--- src/sfq_pkg.sv ---
// Overview of operation
// RQ1: ten by nineteen status queue, separate
// RQ2: byte count registers readable only when enabled
// RQ3: end of frame pushes count and status
// RQ4: checker reset after storing frame status
// RQ5: abort also stores count, then restarts
// RQ6: queue active only enabled and SDLC mode
// RQ7: disable or reset clears pointers; enable 0
// RQ8: readback bit 2 shows enable state
// RQ9: status and count reads from queue; pop
// RQ10: empty queue: status from live register
// RQ11: high count bit 6 means not empty
// RQ12: residue, overrun, CRC pass; others bypass
// RQ13: end-of-frame bit reads 1 from queue
// RQ14: software reads high, low, then status
// RQ15: pops on empty queue are blocked
// RQ16: high count read captures not-empty bit
// RQ17: overflow flag bit 7, cleared by re-enable
// RQ18: anti-lock: EOF read gives data interrupt
// RQ19: software resets in-service flag each routine
// RQ20: other special conditions interrupt and lock
// RQ21: hunt seeks flag; then address byte
// RQ22: hunt/sync status and change interrupt
// RQ23: closing flag loads data, latches status
// RQ24: byte counter counts bytes, restarts per frame
package sfq_pkg;
    localparam int          SFQ_DEPTH     = 10;
    localparam int          SFQ_CNT_W     = 14;
    localparam int          SFQ_ENT_W     = 19;
    localparam int          SFQ_ADDR_W    = 8;
    localparam logic [7:0]  OFF_CMD_PSR   = 8'h00;
    localparam logic [7:0]  OFF_IMC_RCS   = 8'h04;
    localparam logic [7:0]  OFF_BCL       = 8'h18;
    localparam logic [7:0]  OFF_BCH       = 8'h1C;
    localparam logic [7:0]  OFF_FC        = 8'h3C;
    localparam int          FC_EN_BIT     = 2;
    localparam int          IMC_RXI_LO    = 3;
    localparam logic [1:0]  RXI_SPECIAL   = 2'h3;
    localparam int          CMD_ERR_RST   = 0;
    localparam int          CMD_IUS_RST   = 1;
    localparam int          CMD_HUNT      = 2;
    localparam int          PSR_LOCK      = 0;
    localparam int          PSR_IUS       = 1;
    localparam int          PSR_HUNT      = 4;
    localparam int          BCH_OVF       = 7;
    localparam int          BCH_AVAIL     = 6;
    localparam logic [7:0]  RST_FC        = 8'h00;
    localparam logic [7:0]  RST_IMC       = 8'h00;

    typedef struct packed {
        logic [SFQ_CNT_W-1:0] count;
        logic                 crc_err;
        logic                 overrun;
        logic [2:0]           residue;
    } sfq_entry_s;

    typedef struct packed {
        logic       byte_valid;
        logic [7:0] data;
        logic       flag;
        logic       abort;
        logic       crc_err;
        logic       overrun;
        logic       parity_err;
        logic [2:0] residue;
        logic       all_sent;
    } sfq_rx_s;

    typedef enum logic [0:0] {
        SFQ_HUNT = 1'b0,
        SFQ_SYNC = 1'b1
    } sfq_sync_e;
endpackage

--- src/sfq_frame_status.sv ---
// Implementation choices: the register addresses and the APB register port.
`timescale 1ns/10ps
module sfq_frame_status (
    input  wire logic                           clk,         // 100 MHz channel clock
    input  wire logic                           resetn,      // async reset, active low
    input  wire logic                           psel,        // APB select
    input  wire logic                           penable,     // APB access phase
    input  wire logic                           pwrite,      // APB write
    input  wire logic [sfq_pkg::SFQ_ADDR_W-1:0] paddr,       // APB byte address
    input  wire logic [31:0]                    pwdata,      // APB write data
    output logic      [31:0]                    prdata,      // APB read data
    output logic                                pready,      // APB ready
    output logic                                pslverr,     // APB error, unmapped
    input  wire sfq_pkg::sfq_rx_s               rx,          // receiver events and status
    input  wire logic                           sdlc_mode,   // receiver in SDLC/HDLC mode
    input  wire logic                           dq_read_eof, // EOF character read at top
    input  wire logic                           dq_read_err, // error character read at top
    output logic                                dq_push,     // load byte into data queue
    output logic      [7:0]                     dq_data,     // byte to data queue
    output logic                                dq_eof,      // byte closes a frame
    output logic                                crc_reset,   // preset CRC checker
    output logic                                addr_field,  // byte is address field
    output logic                                rx_data_irq, // receive data vector pulse
    output logic                                special_irq, // special condition pulse
    output logic                                ext_irq,     // hunt/sync change pulse
    output logic                                data_lock,   // data queue locked
    output logic                                interrupt_under_service,         // interrupt under service
    output sfq_pkg::sfq_sync_e                  sync_state   // hunt or sync
);
    import sfq_pkg::*;

    // register state
    logic [7:0]           feature_control_write_reg;
    logic [7:0]           interrupt_mode_control;
    logic [SFQ_CNT_W-1:0] byte_cnt;
    logic                 in_frame;
    logic                 live_eof;
    logic                 live_crc;
    logic                 live_ovr;
    logic                 live_par;
    logic [2:0]           live_res;

    // queue wires
    sfq_entry_s q_head;
    sfq_entry_s q_din;
    logic       q_ne;
    logic       q_full;
    logic       q_ovf;
    logic       hunt_change;

    function automatic logic hit(input logic [SFQ_ADDR_W-1:0] a, input logic [7:0] off);
        hit = a == SFQ_ADDR_W'(off);
    endfunction

    // bus decode
    wire apb_acc  = psel && penable;
    wire apb_done = apb_acc && pready;
    wire hit_cmd  = hit(paddr, OFF_CMD_PSR);
    wire hit_imc  = hit(paddr, OFF_IMC_RCS);
    wire hit_bcl  = hit(paddr, OFF_BCL);
    wire hit_bch  = hit(paddr, OFF_BCH);
    wire hit_fc   = hit(paddr, OFF_FC);
    wire mapped   = hit_cmd || hit_imc || hit_bcl || hit_bch || hit_fc;
    wire wr_done  = apb_done && pwrite && mapped;
    wire rd_done  = apb_done && !pwrite;
    wire wr_cmd   = wr_done && hit_cmd;
    wire err_rst  = wr_cmd && pwdata[CMD_ERR_RST];
    wire ius_rst  = wr_cmd && pwdata[CMD_IUS_RST];
    wire hunt_cmd = wr_cmd && pwdata[CMD_HUNT];

    // queue enable and pops
    wire q_en     = feature_control_write_reg[FC_EN_BIT];
    wire q_on     = q_en && sdlc_mode;                               // see RQ6
    wire from_q   = q_on && q_ne;                                    // see RQ10
    wire rcs_pop  = rd_done && hit_imc && from_q;                    // see RQ9 RQ15

    // frame events
    wire in_sync   = sync_state == SFQ_SYNC;
    wire byte_in   = rx.byte_valid && in_sync;
    wire frame_end = rx.flag && in_frame && in_sync;
    wire abort_end = rx.abort && in_frame;
    wire any_end   = frame_end || abort_end;
    wire q_push    = any_end && q_on;                                // see RQ3 RQ5
    wire anti_lock = q_on && (interrupt_mode_control[IMC_RXI_LO+1 -: 2] == RXI_SPECIAL);

    assign q_din = '{count: byte_cnt, crc_err: rx.crc_err, overrun: live_ovr || rx.overrun,
                     residue: rx.residue};                           // see RQ12

    // read data
    wire [7:0] psr_val = {3'h0, sync_state == SFQ_HUNT, 2'h0, interrupt_under_service, data_lock};  // see RQ22
    wire [7:0] rcs_q   = {1'b1, q_head.crc_err, q_head.overrun, live_par,
                          q_head.residue, rx.all_sent};              // see RQ12 RQ13
    wire [7:0] rcs_lv  = {live_eof, live_crc, live_ovr, live_par, live_res, rx.all_sent};
    wire [7:0] rcs_val = from_q ? rcs_q : rcs_lv;                    // see RQ9 RQ10
    // an empty queue has no valid head; counts read zero rather than stale memory
    wire [7:0] bcl_val = from_q ? q_head.count[7:0] : 8'h00;         // see RQ2 RQ10
    wire [5:0] bch_cnt = from_q ? q_head.count[SFQ_CNT_W-1:8] : 6'h00;  // see RQ10
    wire [7:0] bch_val = q_on ? {q_ovf, q_ne, bch_cnt} : 8'h00;      // see RQ11 RQ17
    wire [7:0] fc_val  = {5'h00, q_en, 2'h0};                        // see RQ8
    wire [7:0] rd_sel  = hit_cmd ? psr_val :
                         hit_imc ? rcs_val :
                         hit_bcl ? bcl_val :
                         hit_bch ? bch_val :
                         hit_fc  ? fc_val  : 8'h00;

    sfq_status_queue #(
        .DEPTH     (SFQ_DEPTH),
        .WIDTH     (SFQ_ENT_W)
    ) u_queue (
        .clk       (clk),
        .resetn    (resetn),
        .clear     (!q_on),                                          // see RQ7 RQ17
        .push      (q_push),
        .din       (q_din),
        .pop       (rcs_pop),
        .dout      (q_head),
        .not_empty (q_ne),
        .full      (q_full),
        .overflow  (q_ovf)
    );

    sfq_hunt u_hunt (
        .clk        (clk),
        .resetn     (resetn),
        .flag       (rx.flag),
        .abort      (rx.abort),
        .byte_valid (rx.byte_valid),
        .enter_hunt (hunt_cmd),
        .state      (sync_state),
        .change     (hunt_change),
        .addr_byte  (addr_field)
    );

    // APB slave: one wait cycle, data and ready registered together
    always_ff @(posedge clk or negedge resetn) begin
        if (!resetn) begin
            pready  <= 1'b0;
            pslverr <= 1'b0;
            prdata  <= 32'h0000_0000;
        end else begin
            pready  <= apb_acc && !pready;
            pslverr <= apb_acc && !pready && !mapped;
            if (apb_acc && !pready && !pwrite) prdata <= {24'h000000, rd_sel};  // see RQ16
        end
    end

    // control registers
    always_ff @(posedge clk or negedge resetn) begin
        if (!resetn) begin
            feature_control_write_reg <= RST_FC;                     // see RQ7
            interrupt_mode_control    <= RST_IMC;
        end else begin
            if (wr_done && hit_fc) feature_control_write_reg <= pwdata[7:0];
            if (wr_done && hit_imc) interrupt_mode_control <= pwdata[7:0];
        end
    end

    // byte counter and frame tracking
    always_ff @(posedge clk or negedge resetn) begin
        if (!resetn) begin
            byte_cnt <= '0;
            in_frame <= 1'b0;
        end else if (any_end || !in_sync) begin
            byte_cnt <= '0;                                          // see RQ5 RQ24
            in_frame <= 1'b0;
        end else if (byte_in) begin
            byte_cnt <= byte_cnt + 1'b1;                             // see RQ24
            in_frame <= 1'b1;
        end
    end

    // live status; hardware set wins over error reset
    always_ff @(posedge clk or negedge resetn) begin
        if (!resetn) begin
            live_eof <= 1'b0;
            live_crc <= 1'b0;
            live_ovr <= 1'b0;
            live_par <= 1'b0;
            live_res <= 3'h0;
        end else begin
            live_eof <= frame_end || (live_eof && !err_rst);         // see RQ23
            live_ovr <= rx.overrun || (live_ovr && !err_rst);
            live_par <= rx.parity_err || (live_par && !err_rst);
            if (frame_end) begin
                live_crc <= rx.crc_err;                              // see RQ23
                live_res <= rx.residue;
            end
        end
    end

    // data path and receive interrupts
    always_ff @(posedge clk or negedge resetn) begin
        if (!resetn) begin
            dq_push     <= 1'b0;
            dq_data     <= 8'h00;
            dq_eof      <= 1'b0;
            crc_reset   <= 1'b0;
            rx_data_irq <= 1'b0;
            special_irq <= 1'b0;
            ext_irq     <= 1'b0;
            data_lock   <= 1'b0;
            interrupt_under_service         <= 1'b0;
        end else begin
            dq_push     <= byte_in || frame_end;                     // see RQ23
            dq_data     <= rx.data;
            dq_eof      <= frame_end;
            crc_reset   <= any_end;                                  // see RQ4
            rx_data_irq <= dq_read_eof && anti_lock;                 // see RQ18
            special_irq <= dq_read_err || (dq_read_eof && !anti_lock);  // see RQ20
            ext_irq     <= hunt_change;                              // see RQ22
            data_lock   <= dq_read_err || (dq_read_eof && !anti_lock)
                           || (data_lock && !err_rst);               // see RQ18 RQ20
            interrupt_under_service         <= dq_read_eof || dq_read_err || hunt_change
                           || (interrupt_under_service && !ius_rst);
        end
    end
endmodule

--- src/sfq_hunt.sv ---
`timescale 1ns/10ps
module sfq_hunt (
    input  wire logic               clk,        // channel clock
    input  wire logic               resetn,     // async reset, active low
    input  wire logic               flag,       // flag pattern matched
    input  wire logic               abort,      // seven ones seen
    input  wire logic               byte_valid, // non-flag byte assembled
    input  wire logic               enter_hunt, // software hunt command
    output sfq_pkg::sfq_sync_e      state,      // hunt or sync
    output logic                    change,     // pulse on state change
    output logic                    addr_byte   // pulse: byte is address field
);
    import sfq_pkg::*;
    sfq_sync_e next_state;
    logic      want_addr;

    always_comb begin
        next_state = state;
        unique case (state)
            SFQ_HUNT: if (flag) next_state = SFQ_SYNC;              // see RQ21
            SFQ_SYNC: if (abort || enter_hunt) next_state = SFQ_HUNT;
        endcase
    end

    always_ff @(posedge clk or negedge resetn) begin
        if (!resetn) begin
            state     <= SFQ_HUNT;
            change    <= 1'b0;
            addr_byte <= 1'b0;
            want_addr <= 1'b0;
        end else begin
            state     <= next_state;
            change    <= next_state != state;                       // see RQ22
            addr_byte <= (state == SFQ_SYNC) && want_addr && byte_valid;
            if (state == SFQ_HUNT && flag) want_addr <= 1'b1;       // see RQ21
            else if (byte_valid || next_state == SFQ_HUNT) want_addr <= 1'b0;
        end
    end
endmodule

--- src/sfq_status_queue.sv ---
`timescale 1ns/10ps
module sfq_status_queue #(
    parameter int DEPTH = sfq_pkg::SFQ_DEPTH,
    parameter int WIDTH = sfq_pkg::SFQ_ENT_W
) (
    input  wire logic             clk,       // channel clock
    input  wire logic             resetn,    // async reset, active low
    input  wire logic             clear,     // synchronous pointer clear
    input  wire logic             push,      // store one entry
    input  wire logic [WIDTH-1:0] din,       // entry to store
    input  wire logic             pop,       // drop head entry
    output logic      [WIDTH-1:0] dout,      // head entry
    output logic                  not_empty, // at least one entry
    output logic                  full,      // all entries used
    output logic                  overflow   // push met a full queue
);
    import sfq_pkg::*;
    localparam int PW = $clog2(DEPTH);
    localparam int CW = $clog2(DEPTH + 1);
    localparam logic [PW-1:0] LAST = PW'(DEPTH - 1);
    localparam logic [CW-1:0] FULLC = CW'(DEPTH);

    logic [WIDTH-1:0] mem [DEPTH];                    // see RQ1
    logic [PW-1:0]    wr_ptr;
    logic [PW-1:0]    rd_ptr;
    logic [CW-1:0]    fill;
    wire              do_push = push && !full;
    wire              do_pop  = pop && not_empty;     // see RQ15

    assign dout      = mem[rd_ptr];
    assign not_empty = fill != '0;
    assign full      = fill == FULLC;

    always_ff @(posedge clk) begin
        if (do_push) begin
            mem[wr_ptr] <= din;
        end
    end

    always_ff @(posedge clk or negedge resetn) begin
        if (!resetn) begin
            wr_ptr   <= '0;
            rd_ptr   <= '0;
            fill     <= '0;
            overflow <= 1'b0;
        end else if (clear) begin                     // see RQ7
            wr_ptr   <= '0;
            rd_ptr   <= '0;
            fill     <= '0;
            overflow <= 1'b0;
        end else begin
            if (do_push) wr_ptr <= (wr_ptr == LAST) ? '0 : wr_ptr + 1'b1;   // see RQ3
            if (do_pop) rd_ptr <= (rd_ptr == LAST) ? '0 : rd_ptr + 1'b1;
            fill <= fill + CW'(do_push) - CW'(do_pop);
            if (push && full) overflow <= 1'b1;       // see RQ17
        end
    end
endmodule

--- config.mk ---
export PLATFORM = sky130hd
export DESIGN_NAME = sfq_frame_status
export DESIGN_NICKNAME = d
export VERILOG_FILES = /design/src/sfq_pkg.sv /design/src/sfq_frame_status.sv /design/src/sfq_hunt.sv /design/src/sfq_status_queue.sv
export SDC_FILE = /design/constraint.sdc
export NUM_CORES = 1
export LEC_CHECK = 0
export BUFFER_PORTS_ARGS = -buffer_cell sky130_fd_sc_hd__buf_2
export CORE_AREA = 4 4 170 172
export CTS_CLUSTER_SIZE = 20
export DETAILED_ROUTE_END_ITERATION = 8
export DIE_AREA = 0 0 174 176
export PLACE_DENSITY = 0.55
export SLEW_MARGIN = 20
export SYNTH_ARGS = -nofsm -noshare
export SYNTH_HDL_FRONTEND = slang
export SYNTH_SLANG_ARGS = --single-unit
--- constraint.sdc ---
create_clock -name clk -period 10.1 [get_ports clk]
set_input_delay 2.02 -clock clk [delete_from_list [all_inputs] [get_ports clk]]
set_output_delay 2.02 -clock clk [all_outputs]
set_load 0.05 [all_outputs]
After elaboration in Yosys (flattened, before gate mapping):

Memory sizes are Yosys's and may differ from the RTL's.
Index checks and enable logic that the tools add are counted.
Widths: inputs -> output; s select.

* bits of input ports: 66
* memories kept: 1
* bits in registers: 73
* word-level logic and storage cells: 145
* output and inout bits: 52
* RAM bits: 190

Memories
* u_queue.mem: words 10, width 19, read ports 1, clocked after memory_dff 0, write ports 1, line sfq_status_queue.sv:23 `logic [WIDTH-1:0] mem [DEPTH];`

* bitwise gates (word level): 2
* $add $sub $neg: 5
* equality and inequality tests: 12
* reduce and logical (&&, ||, !) cells: 67
* mux-type cells: 29

Operator list (number)
* $mux 8: 7
* $logic_and 1x1->1: 37
* $mux 14: 2
* $mux 4: 7
* $logic_or 1x1->1: 18
* $eq 8x5->1 const B: 2
* $add 14x1->14 const B: 1
* $eq 4x4->1 const B: 3
* $mux 1: 10
* $add 4x1->4 const B: 2
* $eq 8x3->1 const B: 1
* $eq 8x6->1 const B: 1
* $logic_not 1->1: 8
* $logic_not 8->1: 1
* $mux 6: 1
* $ne 2x1->1 const B: 3
* $add 4x1->4: 1
* $reduce_bool 2->1: 2
* $reduce_bool 4->1: 1
* $sub 4x1->4: 1
* $mux 3: 1
* $eq 2x2->1 const B: 1
* $not 1->1: 2
* $pmux 1 s2: 1
* $ne 1x1->1: 1

Depth between registers and ports, before layout:

Gate-level depths: netlist of the first run.

* word-level depth: 15
* gate-level depth with buffers: 11
* gate-level depth less buffers: 11

Hierarchy:

A second synthesis of the first run with hierarchy kept.

* cell total of the unflattened synthesis: 759
* area, all modules: 10923.0 sq um

By module, submodules not included
* sfq_status_queue: cells an instance 484, area an instance 8117.8 sq um, sequential area each 6030.8 sq um, times used 1
* sfq_frame_status: cells an instance 263, area an instance 2648.8 sq um, sequential area each 1276.2 sq um, times used 1
* sfq_hunt: cells an instance 12, area an instance 156.4 sq um, sequential area each 100.1 sq um, times used 1

Worst setup path before layout of the first run:

Ideal clock, no wire load.

* kind: input-to-reg
* start point: in rx[8] in the netlist's numbering
* end point: mem u_queue.mem[0][0] in the netlist's numbering, enable pin
* buffers on the path: 0
* data required time: 9.681 ns
* slack: 5.353 ns
* stages on the path: 5
* library setup time: 0.419 ns
* data arrival time: 4.328 ns
* path through: and2_1 -> o21ai_1 -> or3_1 -> or3_1 -> nor3_1

* longest elaborated chain between the ends: 7

Ends and longest elaborated chain
* from (decl): line sfq_frame_status.sv:14 `input wire sfq_pkg::sfq_rx_s rx,`
* $logic_and 1x1->1 (2 in series): line sfq_frame_status.sv:80 `wire frame_end = rx.flag && in_frame && in_sync;`
* $logic_or 1x1->1: line sfq_frame_status.sv:82 `wire any_end = frame_end || abort_end;`
* $logic_and 1x1->1: line sfq_frame_status.sv:83 `wire q_push = any_end && q_on;`
* $logic_and 1x1->1: line sfq_status_queue.sv:27 `wire do_push = push && !full;`
* $mux 1: line sfq_status_queue.sv:35 `if (do_push) begin`
* $mux 1 (implied by the code): line sfq_status_queue.sv:36 `mem[wr_ptr] <= din;`
* to (decl): line sfq_status_queue.sv:23

No other way between the ends.

Worst setup path after layout of the first run:

* start point: in paddr[5] in the netlist's numbering
* end point: reg prdata[3]

* longest elaborated chain between the ends: 5
* elaborated cells between the ends (all ways): 8
* those cells by class: 3 x eq/ne; 4 x mux; 1 x reduce/logical

Ends and longest elaborated chain
* from (decl): line sfq_frame_status.sv:9 `input wire logic [sfq_pkg::SFQ_ADDR_W-1:0] paddr,`
* $eq 8x5->1: line sfq_frame_status.sv:52 `hit = a == SFQ_ADDR_W'(off);`
* $mux 8: line sfq_frame_status.sv:103 `hit_bch ? bch_val :`
* $mux 8: line sfq_frame_status.sv:102 `hit_bcl ? bcl_val :`
* $mux 8: line sfq_frame_status.sv:101 `hit_imc ? rcs_val :`
* $mux 8 (*): line sfq_frame_status.sv:100 `wire [7:0] rd_sel = hit_cmd ? psr_val :`
* to (signal assigned): line sfq_frame_status.sv:143 `if (apb_acc && !pready && !pwrite) prdata <= {24'h000000, rd_sel};`
* to (decl): line sfq_frame_status.sv:11 `output logic [31:0] prdata,`

Every way passes the cells marked *; elsewhere a longest branch is shown, timed or not.
A chain may end at the register's enable or synchronous reset.

==> results.txt, run 1 <==
- The largest registers in the layout are u_queue.mem x190, byte_cnt x14.
- For the finished layout, the period the worst path requires is 4.39 ns.
- The final layout contains 838 nets.
- RSZ-0062 raised after global routing: false
* Clock-pin slew on the worst setup and hold paths: 0.06 ns
- Slew @ Worst Pin: 0.959 ns
- Power per Cell Area: 186 nW/um^2
* GRT Residual Overflow: 0
* Worst Clk Skew: 0.0184 ns
- Number of buffers created by CTS: 28
* Peak fanout along the critical path: 17
* Register with the most flip-flops: u_queue.mem
- Total routed wirelength: roughly 25,000 microns
* Worst endpoint data arrival time: 4.82 ns
- Residual antenna-violating net count after detailed routing: 0
- Number of search-and-repair iterations in the first detailed-routing pass: 4
- Hold depth: 0
- Buffers added to address setup during post-CTS repair amount to 0.
* Count of cells resized by post-cts repair: 0
- The worst hold path terminates at ext_irq.
- For the final routed database, the setup TNS stands at 0 ns.
* Total power after layout: 2310 uW
* Width of the chip: 174 microns
- The longest clock path from root to sink contains 3 buffers.
* Number of antenna violations at the first check in global routing: 0
- Reg-to-reg endpoint: prdata[3]
- I/O pin cnt: approximately 120
* Iteration-0 DRC Markers: 528
- Upper clock frequency limit: 0.228 GHz
* Latest clock arrival within the worst-skew pair: 0.55 ns
* Worst slack at placement: 5.16 ns
- Die outline area: 30,600 sq um
* Worst setup path class: primary input to flip-flop
- The final number of hold-violating endpoints came to 0.
* Die height: 176 microns
* Initial standard-cell utilization of the core: 0.393
- Fin. max-slew vios: 0
- Nature of the critical path startpoint: primary input
- Maximum level of the CTS H-tree: 1
- Worst-case register-to-register setup slack: a little over 7 ns
- DR vias: 6,167
- Most frequent cell after synthesis: sky130_fd_sc_hd__edfxtp_1
* Number of I/O port buffers: 66
* Number of synthesized flops with an enable pin: 190
- Unique cell type count in the Yosys netlist: 65
- Top cell type by total area after synthesis: sky130_fd_sc_hd__edfxtp_1
- The cell count after synthesis came out at 679.
* Final routed wire length divided by cell count: 22.0 microns
- Entering global routing, the biggest net connects 69 pins.
- Counting flops with an async set or reset pin after synthesis yields a share of 0.264.
- In the final layout, the share of cells above drive strength 1 is 0.238.
- Post-DP HPWL: 15,200 microns
* Avg Inst Size Synth: ~16 sq um
- The share of synthesized area in the top cell type comes to 0.528.
- First-pass GRT wire length: 38,400 microns
- VDD sags by at most 140 uV.
* Startpoint of the worst register-to-register path: u_queue.rd_ptr[0]
- The worst setup path is captured at a flip-flop.
- After detailed routing, the number of remaining DRC violations is 0.
* Final worst-path setup slack: 5.71 ns
- Min-Delay Path Class: flip-flop to flip-flop
- In the finished design, the share of the clock period the worst path needs comes to 0.434.
* Launch point of the worst hold path: u_hunt.change
* P&R area growth vs syn: 15.1%
- Cell types with the largest area share after synthesis: sky130_fd_sc_hd__edfxtp_1 53%, sky130_fd_sc_hd__dfrtp_1 16%, sky130_fd_sc_hd__mux4_2 4.0%
- Depth of the worst register-to-register path: 6
* Total track usage: 0.161
- In this run the clock root is driven by a sky130_fd_sc_hd__clkbuf_16.
- Static Leakage: 0.00483 uW
* Clock tree from TritonCTS: yes
* Result of the run: finished, final reports clean
- The tool flagged a number of max-cap violations equal to 0.
- Flops & latches, synth: 258
* Num rows: 61
- In this run, post-CTS hold repair placed 0 buffers.
- Warnings, synthesis: 0
* Fraction of the yosys area taken by sequential cells: 0.686
* Prevailing post-synth register cell: sky130_fd_sc_hd__edfxtp_1
- Data on the critical path is required at its endpoint by ~11 ns.
- The via count of the first global-routing pass was approximately 6,400.
- The register with the most flip-flops in the layout has 190 of them.
* Routability congestion estimate: 0.785
- Ant. Diodes: 0
* Post-Synthesis Cell Area: 10,800 sq um
- Via/cell ratio: 5.46
* Slew HR: 0.344
- Area of the core region: 27,500 sq um
- Total setup violations reported at the end of the flow: 0
- CTS sink cnt: about 260
- Top post-synthesis cells by count: 190 x sky130_fd_sc_hd__edfxtp_1, 68 x sky130_fd_sc_hd__dfrtp_1, 55 x sky130_fd_sc_hd__nor2_1
[metal layers]
metal  wire [microns]  track usage
met5                0            0
met4              387       0.0330
met3             1380       0.0289
met2            12100        0.275
met1            10900        0.220
[report_power, final]
group	switching (uW)	internal (uW)	total, uW
sequential	12.7	1150	1160
clock	415	633	1050
combinational	73.2	23.2	96.4
[logic make-up (layout without fill, tap and decap cells)]
group,after synthesis,count (layout),synth area share
multiplexers,74,74,0.117
AND/OR/NAND/NOR,169,169,0.0802
adder cells (fa/ha/maj),10,10,0.0123
AO/OA/AOI/OAI,84,84,0.0549
buffers and inverters,67,148,0.0367
XOR/XNOR,16,16,0.0130
other,1,24,0.000347
flip-flops,258,258,0.686
[critical path, cell delays in order]
cell and delay [ns]:
sky130_fd_sc_hd__buf_2 0.15, sky130_fd_sc_hd__nor4b_4 0.44, sky130_fd_sc_hd__nand4_2 0.63, sky130_fd_sc_hd__a2111oi_0 1.05
sky130_fd_sc_hd__nor4_1 0.21, sky130_fd_sc_hd__a211o_1 0.32
[stage by stage]
stage / cells / cell area, sq um / util / hold slack (ns)
final: 1129 / 12400 / 0.452 / 0.384
after global routing: 1129 / 12400 / 0.452 / 0.411
after CTS: 1129 / 12400 / 0.452 / 0.388
after detailed placement: 1078 / 11500 / 0.417 / 0.368
after global placement: 1078 / 11500 / 0.417 / 0.367
after floorplan: 702 / 10900 / - / 0.355
[layout make-up]
class	count	area (sq um)
clock buffers	32	746
clock inverters	19	223
fillers	2416	15000
inverters	17	63.8
multi-input cells	377	3120
flip-flops and latches	258	7410
well taps	346	433
repair buffers	80	435
[how the worst max path moves through the flow]
stage	to	startpoint	cells past startpoint
3_5_place_dp	prdata[3]	paddr[5]	6
5_1_grt	prdata[3]	paddr[5]	6
6_report	prdata[3]	paddr[5]	6
3_3_place_gp	prdata[3]	paddr[5]	6
2_1_floorplan	u_queue.mem[0][0]	rx[8]	5
4_1_cts	prdata[3]	paddr[5]	6
[cell usage in the layout (no fill, tap or decap), drive strengths merged, types with 14 or more instances in the layout]
cell,count
conb,24
o21ai,14
dfrtp,68
mux2i,20
mux2,19
inv,17
nand2,35
a21oi,16
buf,80
nor2,55
edfxtp,190
mux4,35
clkbuf,32
Power figures use the tool's default switching activity.
==> run 2, diff against run 1 <==
clock period = 4.3 ns   (was 10.1 ns; I/O delays follow)
==> results.txt, run 2 (synthesized netlist as in run 1, its figures left out) <==
* Maximum cell stage delay along the critical path: 0.63 ns
* Post-route setup TNS: 0 ns
- Power per Cell Area: 424 nW/um^2
* Final cycle utilization of the critical path: 0.724
- The repair_antennas step left the layout with diodes totalling 0.
- Number of buffers created by CTS: 28
- Registers with the most flip-flops: u_queue.mem x190, byte_cnt x14
- Final routed wire length divided by cell count: between 20 and 25 microns
* Final count of hold timing violations: 0
- Across the run, the number of max-cap violations was 0.
* Static Leakage: 0.00477 uW
- Slew HR: 0.444
- For this design, the CTS-stage hold fixing added 0 buffers.
* P&R area growth vs syn: 14.9%
* Via count of the first global-routing pass: 6,273
- Maximum buffer depth of the clock tree: 3
- In this run the clock root is driven by a sky130_fd_sc_hd__clkbuf_16.
- Cell area after layout: roughly 12,000 sq um
- Die height: 176 microns
- The die covers 30,600 sq um.
* Upper clock frequency limit: 0.321 GHz
- Via/cell ratio: around 5.5
- The wire-length estimate of the detail-placed layout is 15,600 microns.
- Number of I/O port buffers: 66
* Maximum level of the CTS H-tree: 1
* Count of cells resized by post-cts repair: 0
- Routability congestion estimate: 0.805
* RSZ-0062 raised after global routing: false
* Top library cells by usage in the layout, fill and taps aside: 190 x sky130_fd_sc_hd__edfxtp_1, 66 x sky130_fd_sc_hd__dfrtp_1, 65 x sky130_fd_sc_hd__buf_2
- Across the routed clock network, the largest skew measured is around 0.014 ns.
- The filler cells instantiated in the layout total 2,392.
- Number of search-and-repair iterations in the first detailed-routing pass: 5
- Counting stages on the worst path, the most repeated cell is sky130_fd_sc_hd__ha_1.
* Family of cells with the greatest summed delay on the critical path: simple AND/OR/NAND/NOR gates
- Area of the core region: 27,500 sq um
- CTS sink cnt: 258
- The signal on the critical path passes through buf_2 -> nor4_1 -> nand3_1 -> nor3_2 -> ha_1 -> inv_1 -> ha_1 -> fa_1 -> xnor2_1 -> nor2_1.
- In this run the core area contains 61 standard-cell rows.
* Combinational share of power: 0.043
* Largest voltage drop on the vdd net: between 300 and 400 uV
- Register with the most flip-flops: u_queue.mem
* Crit path required time: 4.70 ns
* Period minus WS final: 3.11 ns
* Residual antenna-violating net count after detailed routing: 0
* DR vias: 6,205
- Latest clock arrival within the worst-skew pair: 0.55 ns
- Of the total power, registers draw 0.520.
* Total routed wirelength: 24,400 microns
* Number of antenna violations at the first check in global routing: 0
- At the pin with the least slew margin, the transition time is 0.834 ns.
- Power dissipated by switching net loads: 1180 uW
* Flip-flop count of the largest register, all copies and words added: 190
- Total setup violations reported at the end of the flow: 0
- Clock tree from TritonCTS: yes
* Largest net degree at the start of global routing: 48
- Clock network fraction of total power: 0.437
- I/O pin cnt: 118
- Post-route non-filler standard cell count: 1,136
* Iteration-0 DRC Markers: 433
- Peak fanout along the critical path: 6
- Of the total power, the share spent switching nets is 0.225.
- Together, buffers and inverters on the worst path number 2.
- Leaving out fill and tap cells, the most frequent cell in the layout is sky130_fd_sc_hd__edfxtp_1.
- Area after DPL: 11,500 sq um
- For this run, design rule violations remaining after detail routing come to 0.
* Share of post-route cells with drive strength above 1: 0.239
- Highest-delay cell along the critical path: sky130_fd_sc_hd__nor4_1
* Worst hold-check slack: 0.323 ns
* Min-Delay Path Class: primary input to asynchronous set/reset pin
- The setup path with the least slack is of type primary input to flip-flop.
* Nature of the critical path endpoint: flip-flop
- Once placement completed, the tool counted placed cells totaling 1,084.
* Setup bufs post-CTS: 0
- STA puts the critical path data arrival time at 3.51 ns.
* Initial standard-cell utilization of the core: 0.393
* First-pass GRT wire length: 37,600 microns
- The worst setup path is launched from a primary input.
- Internal portion of total power: between 4000 and 5000 uW
- Global routing finished with a remaining overflow of 0.
- The number of max-slew violations in the final report was 0.
- Clock-pin slew on the worst setup and hold paths: 0.06 ns
* Area occupied by multi-input gates: 3110 sq um
- Flip-flop and latch area: between 7000 and 8000 sq um
* Width of the chip: approximately 170 microns
* Number of nets in the finished design: 844
* Result of the run: finished, final reports clean
* Total track usage: 0.159
- Power comes to 5260 uW.
run 2: worst paths after layout:
check                                             start         endpoint  slack [ns]  cells past startpoint
setup / recovery                               paddr[1]  u_queue.fill[2]        1.19                     10
hold / removal                                   resetn           dq_eof        0.32                      1
setup reg to reg           feature_control_write_reg[2]  u_queue.fill[2]        1.36                      9
hold reg to reg                           u_hunt.change          ext_irq        0.38                      0
max in group asynchronous                        resetn      byte_cnt[9]        3.22                      2
min in group clk                          u_hunt.change          ext_irq        0.38                      0
run 2: layout make-up:
type,count,area share
flip-flops and latches,258,0.597
inverters,17,0.00514
clock inverters,23,0.0161
clock buffers,29,0.0568
well taps,346,0.0349
multi-input cells,377,0.251
repair buffers,86,0.0389
run 2: power groups by stage:
| stage | logic [uW] | clock network [uW] | registers, uW |
|---|---|---|---|
| after floorplan | 121 | 0 | 2820 |
| after global placement | 223 | 0 | 2780 |
| after detailed placement | 227 | 0 | 2780 |
| after CTS | 228 | 2350 | 2730 |
| after global routing | 244 | 2460 | 2740 |
| final | 228 | 2300 | 2730 |
run 2: per-stage QoR:
step                setup slack (ns)  utilization
floorplan                      0.713            -
global placement               0.724        0.419
detailed placement             0.673        0.419
CTS                             1.24        0.452
global route                    1.09        0.452
finish                          1.19        0.452
run 2: layer usage:
| layer | vias to the layer above | track usage | share of wire |
|---|---|---|---|
| li1 | 2753 | - | - |
| met5 | - | 0 | 0 |
| met3 | 32 | 0.0263 | 0.054 |
| met2 | 192 | 0.262 | 0.48 |
| met4 | 0 | 0.0340 | 0.016 |
| met1 | 3228 | 0.225 | 0.45 |
==> run 3, diff against run 2 <==
ABC_AREA = 1   (was default)
CORE_AREA = 4 4 173 175   (was 4 4 170 172)
DIE_AREA = 0 0 177 179   (was 0 0 174 176)
clock period = 3.3 ns   (was 4.3 ns; I/O delays follow)
==> results.txt, run 3 <==
* Routability congestion estimate: 0.742
* Area share of the leading cell type in the synthesized netlist: 0.507
* Worst setup path class: flip-flop to flip-flop
- Post-DP HPWL: about 17,000 microns
- Dividing the detail-routed wire length by the instance count gives 17.2 microns.
* Top cell type by total area after synthesis: sky130_fd_sc_hd__edfxtp_1
- Initial standard-cell utilization of the core: 0.395
* Total track usage: 0.169
* Fillcell total: 2,658
* Total routed wirelength: 26,800 microns
- Latest clock arrival within the worst-skew pair: 0.54 ns
* Flops & latches, synth: 258
- The commonest cells after synthesis are 284 x sky130_fd_sc_hd__nand2_1, 190 x sky130_fd_sc_hd__edfxtp_1, 117 x sky130_fd_sc_hd__nor2_1.
* Fraction of the yosys area taken by sequential cells: 0.659
- Post-Synthesis Cell Area: 11,200 sq um
* Nature of the critical path startpoint: flip-flop
* Total setup violations reported at the end of the flow: 0
- Crit path required time: 3.71 ns
- At the pin with the least slew margin, the transition time is 0.954 ns.
- The library cell used most frequently in the layout, excluding fill and tap cells, is sky130_fd_sc_hd__nand2_1.
- Last element of the critical path: u_queue.fill[2]
- Setup repair after global routing left no endpoint under its margin.
- Compared with the post-synthesis result, the final layout area differs by 15.2%.
* Register with the most flip-flops: u_queue.mem
* Via/cell ratio: about 5
* Area occupied by multi-input gates: 3220 sq um
- In this run the remaining antenna-violating nets after routing total 0.
- I/O pin cnt: 118
- The flow ran to the end, and the final reports show no timing, DRC or antenna violations.
* Reg-to-reg endpoint: u_queue.fill[2]
* Maximum buffer depth of the clock tree: 3
- Die outline area: ~32,000 sq um
- Total power after layout: 7110 uW
* Startpoint of the worst register-to-register path: u_queue.fill[2]
* Number of buffers created by CTS: 28
* Final worst-path setup slack: 0.799 ns
- After floorplanning, the core was sized to cover 28,500 sq um.
- CTS sink cnt: about 260
- Among all flip-flop cells after synthesis, the most frequent one is sky130_fd_sc_hd__edfxtp_1.
- The routed layout has 7,624 vias.
* Ant. Diodes: 0
- The final number of hold-violating endpoints came to 0.
- For this run, the detailed router's first-pass iteration total came to 5.
- Dividing total power by cell area gives a power density of 549 nW/um^2.
- Number of nets in the finished design: 1,233
- Count of cells resized by post-cts repair: 0
- Across the whole layout, storage elements account for 7410 sq um.
- Worst slack at placement: 0.437 ns
* Largest voltage drop on the vdd net: 321 uV
- The register with the most flip-flops in the layout has between 150 and 200 of them.
* Worst endpoint data arrival time: ~3 ns
- Number of synthesized flops with an enable pin: 190
- The number of antenna violations at the first check in global routing is 0.
- Setup total negative slack on the finished layout was measured at 0 ns.
* Static Leakage: 0.00544 uW
- In the routed design, unresolved DRC markers number 0.
- Peak fanout along the critical path: 9
- Depth of the worst register-to-register path: 13
* Cell types with the largest area share after synthesis: sky130_fd_sc_hd__edfxtp_1 51%, sky130_fd_sc_hd__dfrtp_1 15%, sky130_fd_sc_hd__nand2_1 9.5%
* Slew HR: 0.363
- In the final layout, the share of cells above drive strength 1 is 0.148.
- During synthesis, Yosys emitted a total of 0 warnings.
- Static timing analysis puts the maximum clock frequency at 0.400 GHz.
- Leaving out fill and tap cells, the most frequent cells in the layout are 284 x sky130_fd_sc_hd__nand2_1, 190 x sky130_fd_sc_hd__edfxtp_1, 112 x sky130_fd_sc_hd__nor2_1.
- The floorplan step set the die height to between 150 and 200 microns.
- Synthesis produced 1,079 cells.
* Clock tree from TritonCTS: yes
* Width of the chip: 177 microns
- Iteration-0 DRC Markers: 650
* Worst-case register-to-register setup slack: 0.80 ns
- Period minus WS final: between 2 and 3 ns
- The most critical setup path has its startpoint at u_queue.fill[2].
* Number of I/O port buffers: 66
- The total overflow left after global routing is 0.
- The first global-routing pass estimated 41,200 microns of wire.
- The largest registers in the layout are u_queue.mem x190, byte_cnt x14.
- Fin. max-slew vios: 0
* Via count of the first global-routing pass: 7,158
* Avg Inst Size Synth: 10.4 sq um
* Final cycle utilization of the critical path: 0.758
- Most frequent cell after synthesis: sky130_fd_sc_hd__nand2_1
* Max-cap violations: 0
* Num rows: 62
- STA classifies the critical path endpoint as a flip-flop.
- Worst Clk Skew: ~0.017 ns
* Clock root buffer master: sky130_fd_sc_hd__clkbuf_16
- Unique cell type count in the Yosys netlist: 46
- Entering global routing, the biggest net connects ~100 pins.
- Clock-pin slew on the worst setup and hold paths: 0.06 ns
- Number of buffers added to fix hold violations after cts: 0
* Maximum level of the CTS H-tree: 1
- Min-Delay Path Class: primary input to asynchronous set/reset pin
- Setup bufs post-CTS: 0
- Async set or reset register ratio after synthesis: 0.264
==> run 3: how the worst min path moves through the flow <==
stage	startpoint	endpoint	slack, ns	depth (start not counted)
after floorplan	u_hunt.change	ext_irq	0.35	0
after global placement	u_hunt.change	ext_irq	0.40	0
after detailed placement	u_hunt.change	ext_irq	0.40	0
after CTS	rx[10]	dq_data[1]	0.21	1
after global routing	rx[15]	dq_data[6]	0.21	1
final	resetn	dq_eof	0.21	1
==> run 3: kinds of logic after synthesis <==
group,share of synthesized area
buf+inv,0.0663
other cells,0.000333
xor+xnor,0.00312
flops,0.659
compound gates,0.0583
simple gates,0.202
fa+ha+maj,0.0118
==> run 3: where the power goes <==
group | total [uW] | internal [uW] | switching [uW] | leakage (uW)
Sequential | 3550 | 3510 | 32.2 | 0.00269
Clock | 3270 | 2020 | 1250 | 0.000491
Combinational | 296 | 63.8 | 232 | 0.00226
==> run 3: cell type report <==
| cell class | instances | share of cell area |
|---|---|---|
| inverter | 90 | 0.0265 |
| clock buffer | 36 | 0.0619 |
| timing repair buffer | 88 | 0.0404 |
| multi-input combinational | 691 | 0.248 |
| tap | 384 | 0.0371 |
| clock inverter | 16 | 0.0142 |
| sequential | 258 | 0.572 |
==> run 3: metal layers <==
layer  share of wire  track usage
met1            0.45        0.242
met2            0.48        0.277
met3           0.047       0.0205
met4           0.019       0.0416
met5               0            0
==> run 3: worst max-delay path, cell delays in order (launching register included) <==
cell                      delay, ns
sky130_fd_sc_hd__dfrtp_1       0.37
sky130_fd_sc_hd__inv_1         0.10
sky130_fd_sc_hd__ha_1          0.16
sky130_fd_sc_hd__nand3_1       0.09
sky130_fd_sc_hd__nand2_2       0.21
sky130_fd_sc_hd__inv_2         0.12
sky130_fd_sc_hd__nand4_4       0.13
sky130_fd_sc_hd__inv_1         0.06
sky130_fd_sc_hd__ha_1          0.27
sky130_fd_sc_hd__inv_1         0.04
sky130_fd_sc_hd__ha_1          0.22
sky130_fd_sc_hd__fa_1          0.41
sky130_fd_sc_hd__xnor2_1       0.16
sky130_fd_sc_hd__nor2_1        0.05
==> run 3: through the flow <==
| stage | hold slack, ns | util | std cells | cell area (sq um) |
|---|---|---|---|---|
| floorplan | 0.355 | - | 1102 | 11300 |
| global placement | 0.404 | 0.421 | 1511 | 12000 |
| detailed placement | 0.404 | 0.421 | 1511 | 12000 |
| CTS | 0.213 | 0.455 | 1563 | 13000 |
| global route | 0.211 | 0.455 | 1563 | 13000 |
| finish | 0.214 | 0.455 | 1563 | 13000 |
